### config.mk
export PLATFORM = sky130hd
export DESIGN_NAME = operand_addr_decoder
export DESIGN_NICKNAME = d
export VERILOG_FILES = /design/src/inc/opaddr_pkg.sv /design/src/hdl/prefix_mapper.sv /design/src/hdl/operand_addr_decoder.sv
export SDC_FILE = /design/constraint.sdc
export NUM_CORES = 1
export LEC_CHECK = 0
export BUFFER_PORTS_ARGS = -buffer_cell sky130_fd_sc_hd__buf_2
export CORE_AREA = 3 3 170 172
export CTS_CLUSTER_SIZE = 24
export DETAILED_ROUTE_END_ITERATION = 8
export DIE_AREA = 0 0 173 175
export PLACE_DENSITY = 0.67
export SYNTH_ARGS = -nofsm -noshare
export SYNTH_HDL_FRONTEND = slang
export SYNTH_SLANG_ARGS = --single-unit
### constraint.sdc
create_clock -name mclk -period 3.6 [get_ports mclk]
set_input_delay 0.72 -clock mclk [delete_from_list [all_inputs] [get_ports mclk]]
set_output_delay 0.72 -clock mclk [all_outputs]
set_load 0.005 [all_outputs]
### src/inc/opaddr_pkg.sv
// Behaviour
// - seventeen modes in seven families
// - inherent: one byte, no operand fetch
// - immediate: next byte is operand value
// - short direct and short indirect forms reach page zero only; short indexed reaches up to 01feh
// - read-modify-write accepts short forms only
// - short direct: one byte, zero-extended
// - long direct: two address bytes
// - index plus offset added unsigned
// - no-offset indexed: index is address
// - short indexed: byte offset plus index
// - long indexed: word offset plus index
// - indirect: read pointer, then use it
// - short indirect: byte pointer in page zero
// - long indirect: word pointer in page zero
// - indirect indexed: pointer plus index unsigned
// - relative: signed 8-bit displacement to PC
// - second index prefix selects second index
// - indirect conversion prefix makes indirect forms
// - indirect second index prefix selects second index
package opaddr_pkg;

  // ****************************************
  // addressing modes, 17 of them
  // ****************************************
  typedef enum logic [4:0] {
    M_INH      = 5'h00,
    M_IMM      = 5'h01,
    M_DIR_S    = 5'h02,
    M_DIR_L    = 5'h03,
    M_IDX_0    = 5'h04,
    M_IDX_S    = 5'h05,
    M_IDX_L    = 5'h06,
    M_IND_S    = 5'h07,
    M_IND_L    = 5'h08,
    M_INDX_S   = 5'h09,
    M_INDX_L   = 5'h0a,
    M_REL_D    = 5'h0b,
    M_REL_I    = 5'h0c,
    M_BIT_D    = 5'h0d,
    M_BIT_I    = 5'h0e,
    M_BITREL_D = 5'h0f,
    M_BITREL_I = 5'h10
  } addr_mode_t;

  // mode families
  typedef enum logic [2:0] {
    F_INHERENT  = 3'h0,
    F_IMMEDIATE = 3'h1,
    F_DIRECT    = 3'h2,
    F_INDEXED   = 3'h3,
    F_INDIRECT  = 3'h4,
    F_RELATIVE  = 3'h5,
    F_BIT       = 3'h6
  } mode_family_t;

  // prefix byte values
  localparam logic [7:0] SECOND_INDEX_PREFIX          = 8'h90;
  localparam logic [7:0] INDIRECT_CONVERSION_PREFIX   = 8'h92;
  localparam logic [7:0] INDIRECT_SECOND_INDEX_PREFIX = 8'h91;

  localparam logic [15:0] RESET_ADDR = 16'h0000;
  localparam logic [7:0]  RESET_BYTE = 8'h00;

  // mode to family; used by the decoder and available to the core
  function automatic mode_family_t family_of(input addr_mode_t m);
    case (m)
      M_INH:                                  family_of = F_INHERENT;
      M_IMM:                                  family_of = F_IMMEDIATE;
      M_DIR_S, M_DIR_L:                       family_of = F_DIRECT;
      M_IDX_0, M_IDX_S, M_IDX_L:              family_of = F_INDEXED;
      M_IND_S, M_IND_L, M_INDX_S, M_INDX_L:   family_of = F_INDIRECT;
      M_REL_D, M_REL_I:                       family_of = F_RELATIVE;
      default:                                family_of = F_BIT;
    endcase
  endfunction

endpackage

### src/hdl/prefix_mapper.sv
`timescale 1ns/10ps
module prefix_mapper
  import opaddr_pkg::*;
(
  input  addr_mode_t baseMode,     // mode named by the opcode
  input  wire logic  prefixValid,  // a prefix byte preceded the opcode
  input  wire logic [7:0] prefix,  // that prefix byte
  output addr_mode_t mode,         // mode after prefix conversion
  output logic       useSecond,    // index from second index register
  output logic       illegal       // prefix cannot apply to this mode
);

  always_comb begin
    mode      = baseMode;
    useSecond = 1'b0;
    illegal   = 1'b0;
    if (prefixValid) begin
      case (prefix)
        SECOND_INDEX_PREFIX: begin
          useSecond = 1'b1;
        end
        INDIRECT_CONVERSION_PREFIX: begin
          case (baseMode)
            M_DIR_S:    mode = M_IND_S;
            M_DIR_L:    mode = M_IND_L;
            M_IDX_S:    mode = M_INDX_S;
            M_IDX_L:    mode = M_INDX_L;
            M_REL_D:    mode = M_REL_I;
            M_BIT_D:    mode = M_BIT_I;
            M_BITREL_D: mode = M_BITREL_I;
            default:    illegal = 1'b1;
          endcase
        end
        INDIRECT_SECOND_INDEX_PREFIX: begin
          useSecond = 1'b1;
          case (baseMode)
            M_IDX_S: mode = M_INDX_S;
            M_IDX_L: mode = M_INDX_L;
            default: illegal = 1'b1;
          endcase
        end
        default: illegal = 1'b1;
      endcase
    end
  end

endmodule // prefix_mapper

### src/hdl/operand_addr_decoder.sv
`timescale 1ns/10ps
module operand_addr_decoder
  import opaddr_pkg::*;
(
  input  wire logic        mclk,         // cpu clock
  input  wire logic        rst,          // synchronous reset, high
  input  wire logic        start,        // pulse: decode a new instruction
  input  addr_mode_t       baseMode,     // mode named by the opcode
  input  wire logic        prefixValid,  // prefix byte present
  input  wire logic [7:0]  prefix,       // prefix byte value
  input  wire logic        rmwOp,        // opcode is read-modify-write
  input  wire logic [2:0]  bitField,     // bit number from opcode
  input  wire logic [15:0] opcodePc,     // address of the opcode byte
  input  wire logic [7:0]  indexX,       // first index register
  input  wire logic [7:0]  indexY,       // second index register
  output logic             memRead,      // pulse: read request
  output logic [15:0]      memAddr,      // read address
  input  wire logic        memValid,     // pulse: read data valid
  input  wire logic [7:0]  memData,      // read data
  output logic             done,         // pulse: results valid
  output logic             busy,         // decode in progress
  output logic             badMode,      // sticky per instruction: illegal form
  output addr_mode_t       modeOut,      // resolved mode
  output mode_family_t     familyOut,    // its family
  output logic [2:0]       instLen,      // bytes after the opcode
  output logic [15:0]      effAddr,      // effective address
  output logic [7:0]       immValue,     // immediate operand value
  output logic             isImmediate,  // operand is immediate
  output logic [2:0]       bitSel,       // selected bit
  output logic [15:0]      branchTarget  // pc relative target
);

  // ****************************************
  // fetch sequencer
  // ****************************************
  typedef enum logic [2:0] {
    S_IDLE = 3'b000,
    S_REQ  = 3'b001,
    S_WAIT = 3'b010,
    S_DONE = 3'b011
  } state_t;

  // what each fetched byte is for
  typedef enum logic [2:0] {
    B_OPND_HI = 3'b000,  // address/offset high or only byte
    B_OPND_LO = 3'b001,
    B_PTR_HI  = 3'b010,  // pointer byte(s) read from page zero
    B_PTR_LO  = 3'b011,
    B_DISP    = 3'b100,  // relative displacement from stream
    B_DISP_IN = 3'b101   // displacement read through pointer
  } step_t;

  addr_mode_t   mode;
  logic         useSecond;
  logic         prefixBad;

  prefix_mapper u_map (
    .baseMode    (baseMode),
    .prefixValid (prefixValid),
    .prefix      (prefix),
    .mode        (mode),
    .useSecond   (useSecond),
    .illegal     (prefixBad)
  );

  state_t       state, next_state;
  step_t        step, next_step;
  addr_mode_t   curMode, next_curMode;
  logic [7:0]   idx, next_idx;
  logic [15:0]  pc, next_pc;
  logic [15:0]  streamAddr, next_streamAddr;
  logic [15:0]  opnd, next_opnd;
  logic [15:0]  ptrAddr, next_ptrAddr;
  logic [7:0]   disp, next_disp;
  logic [2:0]   bitReg, next_bitReg;
  logic         bad, next_bad;
  logic         next_memRead;
  logic [15:0]  next_memAddr;
  logic         next_done;
  logic [15:0]  next_effAddr;
  logic [15:0]  next_branch;

  // number of bytes after the opcode for a mode
  function automatic logic [2:0] length_of(input addr_mode_t m);
    case (m)
      M_INH, M_IDX_0:                       length_of = 3'h0;
      M_DIR_L, M_IDX_L,
      M_BITREL_D, M_BITREL_I:               length_of = 3'h2;
      default:                              length_of = 3'h1;
    endcase
  endfunction

  // count of operand bytes taken from the instruction stream; gives 1 for M_BITREL_I, which takes 2
  function automatic logic [1:0] stream_bytes(input addr_mode_t m);
    case (m)
      M_INH, M_IDX_0:                       stream_bytes = 2'h0;
      M_DIR_L, M_IDX_L, M_BITREL_D:         stream_bytes = 2'h2;
      default:                              stream_bytes = 2'h1;
    endcase
  endfunction
  function automatic logic [15:0] add_index(input logic [15:0] b, input logic [7:0] i);
    add_index = b + {8'h00, i};
  endfunction

  // two-byte stream operand; long direct and long indexed start with the high byte
  function automatic logic long_stream(input addr_mode_t m);
    long_stream = (m == M_DIR_L) || (m == M_IDX_L);
  endfunction

  always_comb begin
    next_state      = state;
    next_step       = step;
    next_curMode    = curMode;
    next_idx        = idx;
    next_pc         = pc;
    next_streamAddr = streamAddr;
    next_opnd       = opnd;
    next_ptrAddr    = ptrAddr;
    next_disp       = disp;
    next_bitReg     = bitReg;
    next_bad        = bad;
    next_memRead    = 1'b0;
    next_memAddr    = memAddr;
    next_done       = 1'b0;
    next_effAddr    = effAddr;
    next_branch     = branchTarget;
    case (state)
      S_IDLE: begin
        if (start) begin
          next_curMode    = mode;
          next_idx        = useSecond ? indexY : indexX;
          next_pc         = opcodePc;
          next_streamAddr = opcodePc + 16'h0001;
          next_opnd       = RESET_ADDR;
          next_disp       = RESET_BYTE;
          next_bitReg     = bitField;
          next_bad        = prefixBad ||
                            (rmwOp && (mode inside {M_DIR_L, M_IDX_L, M_IND_L, M_INDX_L}));
          next_step       = B_OPND_HI;
          next_state      = (stream_bytes(mode) == 2'h0) ? S_DONE : S_REQ;
        end
      end
      S_REQ: begin
        next_memRead = 1'b1;
        case (step)
          B_PTR_HI, B_PTR_LO, B_DISP_IN: next_memAddr = ptrAddr;
          default:                       next_memAddr = streamAddr;
        endcase
        next_state = S_WAIT;
      end
      S_WAIT: begin
        if (memValid) begin
          next_state = S_REQ;
          case (step)
            B_OPND_HI: begin
              next_streamAddr = streamAddr + 16'h0001;
              if (long_stream(curMode)) begin
                next_opnd = {memData, 8'h00};
                next_step = B_OPND_LO;
              end else begin
                next_opnd    = {8'h00, memData};
                next_ptrAddr = {8'h00, memData};
                next_disp    = (curMode == M_REL_D) ? memData : disp;
                case (curMode)
                  M_IND_S, M_IND_L, M_INDX_S,
                  M_INDX_L, M_BIT_I, M_BITREL_I: next_step = B_PTR_HI;
                  M_REL_I:                       next_step = B_DISP_IN;
                  M_BITREL_D:                    next_step = B_DISP;
                  default:                       next_state = S_DONE;
                endcase
              end
            end
            B_OPND_LO: begin
              next_streamAddr = streamAddr + 16'h0001;
              next_opnd       = {opnd[15:8], memData};
              next_state      = S_DONE;
            end
            B_PTR_HI: begin
              next_ptrAddr = ptrAddr + 16'h0001;
              if (curMode == M_IND_L || curMode == M_INDX_L) begin
                next_opnd = {memData, 8'h00};
                next_step = B_PTR_LO;
              end else begin
                next_opnd = {8'h00, memData};
                if (curMode == M_BITREL_I)
                  next_step = B_DISP;
                else
                  next_state = S_DONE;
              end
            end
            B_PTR_LO: begin
              next_opnd  = {opnd[15:8], memData};
              next_state = S_DONE;
            end
            default: begin
              next_disp       = memData;
              next_streamAddr = streamAddr + 16'h0001;
              next_state      = S_DONE;
            end
          endcase
        end
      end
      S_DONE: begin
        next_done  = 1'b1;
        next_state = S_IDLE;
        case (curMode)
          M_IDX_0:                    next_effAddr = {8'h00, idx};
          M_IDX_S, M_IDX_L,
          M_INDX_S, M_INDX_L:         next_effAddr = add_index(opnd, idx);
          default:                    next_effAddr = opnd;
        endcase
        next_branch = pc + 16'h0001 + {13'h0000, length_of(curMode)}
                      + {{8{disp[7]}}, disp};
      end
      default: next_state = S_IDLE;
    endcase
  end

  always_ff @(posedge mclk) begin
    if (rst) begin
      state        <= S_IDLE;
      step         <= B_OPND_HI;
      curMode      <= M_INH;
      idx          <= RESET_BYTE;
      pc           <= RESET_ADDR;
      streamAddr   <= RESET_ADDR;
      opnd         <= RESET_ADDR;
      ptrAddr      <= RESET_ADDR;
      disp         <= RESET_BYTE;
      bitReg       <= 3'h0;
      bad          <= 1'b0;
      memRead      <= 1'b0;
      memAddr      <= RESET_ADDR;
      done         <= 1'b0;
      effAddr      <= RESET_ADDR;
      branchTarget <= RESET_ADDR;
    end else begin
      state        <= next_state;
      step         <= next_step;
      curMode      <= next_curMode;
      idx          <= next_idx;
      pc           <= next_pc;
      streamAddr   <= next_streamAddr;
      opnd         <= next_opnd;
      ptrAddr      <= next_ptrAddr;
      disp         <= next_disp;
      bitReg       <= next_bitReg;
      bad          <= next_bad;
      memRead      <= next_memRead;
      memAddr      <= next_memAddr;
      done         <= next_done;
      effAddr      <= next_effAddr;
      branchTarget <= next_branch;
    end
  end

  // ****************************************
  // result registers
  // ****************************************
  // mode and family
  always_ff @(posedge mclk) begin
    if (rst) begin
      busy        <= 1'b0;
      badMode     <= 1'b0;
      modeOut     <= M_INH;
      familyOut   <= F_INHERENT;
      instLen     <= 3'h0;
      immValue    <= RESET_BYTE;
      isImmediate <= 1'b0;
      bitSel      <= 3'h0;
    end else begin
      busy <= (next_state != S_IDLE);
      if (state == S_DONE) begin
        badMode     <= bad;
        modeOut     <= curMode;
        familyOut   <= family_of(curMode);
        instLen     <= length_of(curMode);
        immValue    <= opnd[7:0];
        isImmediate <= (curMode == M_IMM);
        bitSel      <= bitReg;
      end
    end
  end

endmodule // operand_addr_decoder

-- After elaboration in Yosys (flattened, before gate mapping)
Memories as Yosys holds them, arrays and structs flattened. A register that Yosys moved wholly into a read port is not among the register bits.
Cells that the tools add are included.
- input port bits: 62
- memories: 1
- logic and storage cells: 174
- register bits: 170
- ROM bits: 48
- output and inout port bits: 75
- memory list (memory ; words ; width ; rd ports ; clocked after Yosys merged registers in ; wr ports ; RTL line ; source):
    (no name shown) ; 16 ; 3 ; 1 ; 1 ; 0 ; opaddr_pkg.sv:67 ; case (m)
- equal/unequal tests: 49
- add/subtract/negate cells: 7
- muxes and demuxes: 58
- reductions and logical operators: 34
- operator list (operator ; number):
    two-way mux 16 bit ; 9
    case mux 16 bit (2 select lines) ; 4
    equality test 5 x 4 -> 1 bit, second input constant ; 13
    adder 16 x 1 -> 16 bit, second input constant ; 4
    case mux 16 bit (3 select lines) ; 1
    equality test 5 x 3 -> 1 bit, second input constant ; 8
    two-way mux 8 bit ; 5
    case mux 5 bit (7 select lines) ; 1
    case mux 8 bit (2 select lines) ; 2
    two-way mux 3 bit ; 9
    equality test 8 bit, second input constant ; 3
    equality test 5 x 2 -> 1 bit, second input constant ; 4
    case mux 5 bit (2 select lines) ; 2
    case mux 3 bit (2 select lines) ; 3
    case mux 3 bit (3 select lines) ; 2
    adder 16 bit ; 1
    adder 16 x 3 -> 16 bit ; 1
    adder 16 x 8 -> 16 bit ; 1
    two-way mux 2 bit ; 7
    equality test 3 x 2 -> 1 bit, second input constant ; 4
    inequality test 2 bit, second input constant ; 6
    AND reduction 4 bit ; 3
    AND reduction 6 bit ; 2
    OR reduction 2 bit ; 6
    other kinds (29) ; 47

-- Longest topological paths before layout
- word-level depth: 14
- depth in mapped cells: 18
- depth with buffers taken out: 17

-- By module
Synthesis repeated with hierarchy kept, for this count alone.
- cell total of the unflattened synthesis: 1193
- area total of the unflattened synthesis: 9557.9 µm²
- modules (own cells, without submodules) (module ; times used ; area an instance (µm²) ; sequential area each (µm²) ; cells an instance):
    operand_addr_decoder ; 1 ; 9218.8 ; 3443.3 ; 1142
    prefix_mapper ; 1 ; 339.1 ; 0.0 ; 51

-- Least setup slack after synthesis
OpenSTA, ideal clock, no wires.
- path kind: register to register
- start point: register curMode[0]
- end point: register branchTarget[13]
- buffers on the path: 3
- period minus slack after synthesis: 3.429 ns
- data arrival time: 3.355 ns
- slack: 0.171 ns
- data required time: 3.526 ns
- library setup time: 0.074 ns
- stages on the path, launching flop included: 15
- cell sequence: dfxtp_1 > buf_2 > clkbuf_1 > buf_1 > a21oi_1 > o21bai_1 > fa_1 > ha_1 > a21o_1 > nand4_1 > a21oi_1 > o21ai_0 > and2_1 > or4_1 > a31oi_1
- cells in the longest elaborated chain, start to end: 6
- elaborated cells on any way between the ends: 12
- classes of those cells: add/sub (2); eq/ne (5); mux (2); reduce/logical (3)
- RTL lines (item ; RTL line ; source):
    start: declaration ; operand_addr_decoder.sv:68 ; addr_mode_t curMode, next_curMode;
    start signal: assignment ; operand_addr_decoder.sv:240 ; curMode <= next_curMode;
    equality test 5 x 2 -> 1 bit (tied with other cells) ; operand_addr_decoder.sv:85 ; case (m)
    OR reduction 4 bit or OR reduction 2 bit (tied branches) ; operand_addr_decoder.sv:85 ;
    case mux 2 bit (2 select lines) * ; operand_addr_decoder.sv:85 ;
    two-way mux 3 bit * ; operand_addr_decoder.sv:127 ; case (state)
    adder 16 x 3 -> 16 bit * ; operand_addr_decoder.sv:212 ; next_branch = pc + 16'h0001 + {13'h0000, length_of(curMode)}
    adder 16 bit * ; operand_addr_decoder.sv:213 ; + {{8{disp[7]}}, disp};
    end signal: assignment ; operand_addr_decoder.sv:253 ; branchTarget <= next_branch;
    end: declaration ; operand_addr_decoder.sv:30 ; output logic [15:0] branchTarget
Every way passes the cells marked *; elsewhere a longest branch is shown, timed or not. The select of a mux whose other input is x is not followed.
A chain may end at the register's enable or synchronous reset.

-- Worst setup path after layout
- start point: register curMode[3]
- end point: register branchTarget[13]
The elaborated chain is that of the path after synthesis.

==> flow_summary.toml <==
[outcome]
status = "finished, final reports clean"

[worst_setup_path]
start_kind = "flop"
end_kind = "flop"
path_cells = "inv_1 > nand2_1 > nor2_1 > a21oi_1 > o21bai_2 > fa_1 > ha_1 > a21o_1 > nand4_1 > a21oi_2 > o21ai_0 > and2_1 > or4_1 > a31oi_1"
slowest_delay_ns = 0.47
critPathLaunch = "curMode[3]"
r2r_end = "branchTarget[13]"
cp.required_ns = 3.95
crit_type = "flop to flop"
crit_family = "simple AND/OR/NAND/NOR gates"
crit_slowest_cell = "fa_1"
ff2ff_path_depth = 14
path_depth = 14
ff2ff_setup_slack_ns = 0.25
path_max_fanout = 4
cp.arrival_ns = 3.70
critPathBufInv = 1
rr_startpoint = "curMode[3]"
cp-endpoint = "branchTarget[13]"

[clock_tree]
htreeDepth = 4
cts_buffer_depth = 2
cts_buffers = 17
cts_root_buffer = "clkbuf_16"
cts.sinks = 172
clk_latency_ns = 0.43
cts-hold-fix-buffers = 0
cts.clk_slew.worst_paths_ns = 0.07
cts_tree = "built"
post-cts-setup-buffer-count = 0

[power_and_ir_drop]
power_switching_mw = 1.16
ir_drop_uv = 208
clkPwrFrac_pct = 44.8
combPwrFrac_pct = 10.3
p_int_mw = 3.26
p_sw_share_pct = 26.2
sequentialPowerShare_pct = 44.9
cellLeakagePower_nw = 4.46
powerDensity_nw_per_um2 = 389

[sta]
worst_pin_slew_ns = 0.898
setup_tns_ns = 0
max_freq_ghz = 0.298
hold_slack_ns = 0.452
post-route-period-util_pct = 93.1
finalMaxSlewViolations = 0
setup_viol = 0
clock_skew_ns = 0.0150
rsz0062_at_grt = "no"
relSlewSlack_pct = 39.7
min_period_ns = 3.35
hold_viol_final = 0

[global_route]
antenna_found_initial = 1
grt_use_met3_pct = 2.85
grt_pass1_vias = 8437
met1_usage_pct = 26.1
grt_use_met2_pct = 26.6
grt-ovfl-total = 0
grt_busiest_layer = "met2"
grt_pass1_wl_mm = 44.5
grt_usage_pct = 17.8
grt_max_degree = 64

[floorplan]
core_area_sq_um = 27600
start_util_pct = 34.9
dieArea_sq_um = 30300
die_h_microns = 175
ios = 137
dieWidth_microns = 173
num_rows = 61

[job]
drv_cap = 0

[routing]
ant_nets = 0
firstDrtPassIters = 5
drt_wl_total_mm = 27.7
routedWlPerCell_microns = 16.2
drc = 0
vias = 9151
drt_iter0_markers = 655
viasPerCell = 5.35

[finish]
syn_to_final_growth_pct = 18.0
layout_commonest_cell = "dfxtp_1"
final_cell_mix = "dfxtp_1, nand2_1, a21oi_1, buf_2, nor2_1"
nets = 1422
drive_above_1_share_pct = 17.4
diodes = 0
final_util_pct = 41.2
instances_no_fill = 1709

[logic_synthesis]
yosys-top-cells-area = "dfxtp_1, a21oi_1, nand2_1"
synth_top_area_share_pct = 35.7
yosys_warnings = 0
syn_area_per_cell_sq_um = 7.93
synthFlopType = "dfxtp_1"
ys_types = 80
mappedNetlistArea_sq_um = 9640
synth_cells = 1215
synth_edf_count = 0
synth-seq-cells = 172
synth_top_area_cell = "dfxtp_1"
ys_seq_area_share_pct = 35.7
async_flop_share_pct = 0

[placement]
gp_congestion = 0.897
dp_cells = 1677
port_buffers = 135
hpwl_mm = 20.1

[min_path]
min_path_cells = 2
hp-class = "flop to flop"
==> flip-flops by register name (all words and copies together), names as in the netlist, 2 cells and up, named ones only <==
name          count
bitSel            3
step              3
instLen           2
state             3
effAddr          16
branchTarget     16
immValue          8
bitReg            3
familyOut         3
memAddr          16
opnd             16
idx               8
modeOut           5
ptrAddr          16
disp              8
pc               16
curMode           5
streamAddr       16
==> timing repair <==
action                                  4_1_cts  5_1_grt
endpoints found under the setup margin        0        6
resized for setup                             0        9
hold endpoints to repair                      0        0
==> layer usage <==
layer / routed length, microns / part of all wire, % / vias up
li1: - / - / 4574
met1: 13900 / 50 / 4286
met2: 12000 / 43 / 259
met3: 1360 / 4.9 / 30
met4: 417 / 1.5 / 2
met5: 7 / 0.025 / -
==> cell usage after synthesis, types with 4 or more instances <==
cell and n:
dfxtp_1 172, nand2_1 166, a21oi_1 138, nor2_1 121
clkbuf_1 63, nor3_1 47, nand3_1 41, ha_1 39
mux2i_1 38, o21ai_0 36, a211oi_1 29, inv_1 24
nand4_1 23, xnor2_1 22, nand2b_1 21, a31oi_1 15
a21o_1 13, xor2_1 13, buf_2 11, nor2b_1 10
and3_1 9, o211ai_1 9, or3_1 9, o21a_1 8
or4_1 8, a221o_1 7, buf_1 7, and2_1 6
o21bai_1 6, o221ai_1 6, mux2_2 5, nand3b_1 5
a311oi_1 4, and4_1 4, o32ai_1 4
==> power groups by stage <==
stage / logic, mW / registers, mW / clock network, mW
after floorplan: 0.306 / 2.01 / 0
after global placement: 0.443 / 2.03 / 0
after detailed placement: 0.446 / 2.03 / 0
after CTS: 0.450 / 1.98 / 2.02
after global routing: 0.506 / 1.99 / 2.11
final: 0.454 / 1.99 / 1.98
==> worst reg2reg max path: stages (launching register included) <==
cell      delay [ns]
dfxtp_1         0.42
inv_1           0.10
nand2_1         0.14
nor2_1          0.07
a21oi_1         0.19
o21bai_2        0.11
fa_1            0.47
ha_1            0.29
a21o_1          0.13
nand4_1         0.16
a21oi_2         0.23
o21ai_0         0.13
and2_1          0.22
or4_1           0.46
a31oi_1         0.17
==> cells by family (layout without fill, tap and decap cells) <==
| logic type | after synthesis | in the layout | synth area share [%] |
|---|---|---|---|
| XOR/XNOR | 35 | 35 | 3.18 |
| flip-flops | 172 | 172 | 35.7 |
| multiplexers | 45 | 45 | 4.76 |
| AO/OA/AOI/OAI | 314 | 314 | 20.9 |
| AND/OR/NAND/NOR | 498 | 498 | 25.2 |
| buffers and inverters | 107 | 222 | 4.39 |
| other | 1 | 2 | 0.0389 |
| adder cells (fa/ha/maj) | 43 | 43 | 5.79 |
==> area by class of cell <==
type	count	area (sq um)
sequential	172	3440
clock buffer	19	453
clock inverter	13	176
fill	2857	16300
tap	378	473
multi-input combinational	937	5820
timing repair buffer	166	911
inverter	24	90.1
==> stage by stage <==
stage	cell area [sq um]	power [mW]	setup WS, ns
6_report	11400	4.42	0.250
3_3_place_gp	10700	2.47	0.229
4_1_cts	11300	4.46	0.122
2_1_floorplan	9640	2.31	0.171
3_5_place_dp	10700	2.47	0.142
5_1_grt	11400	4.61	0.0211
==> worst min path at each step <==
stage / from / end / slack (ns)
2_1_floorplan: bitReg[0] / bitSel[0] / 0.43
3_5_place_dp: bitReg[1] / bitSel[1] / 0.44
6_report: modeOut[1] / modeOut[1] / 0.45
3_3_place_gp: branchTarget[5] / branchTarget[5] / 0.44
4_1_cts: modeOut[1] / modeOut[1] / 0.45
5_1_grt: branchTarget[0] / branchTarget[0] / 0.47
(Power assumes the default switching activity.)
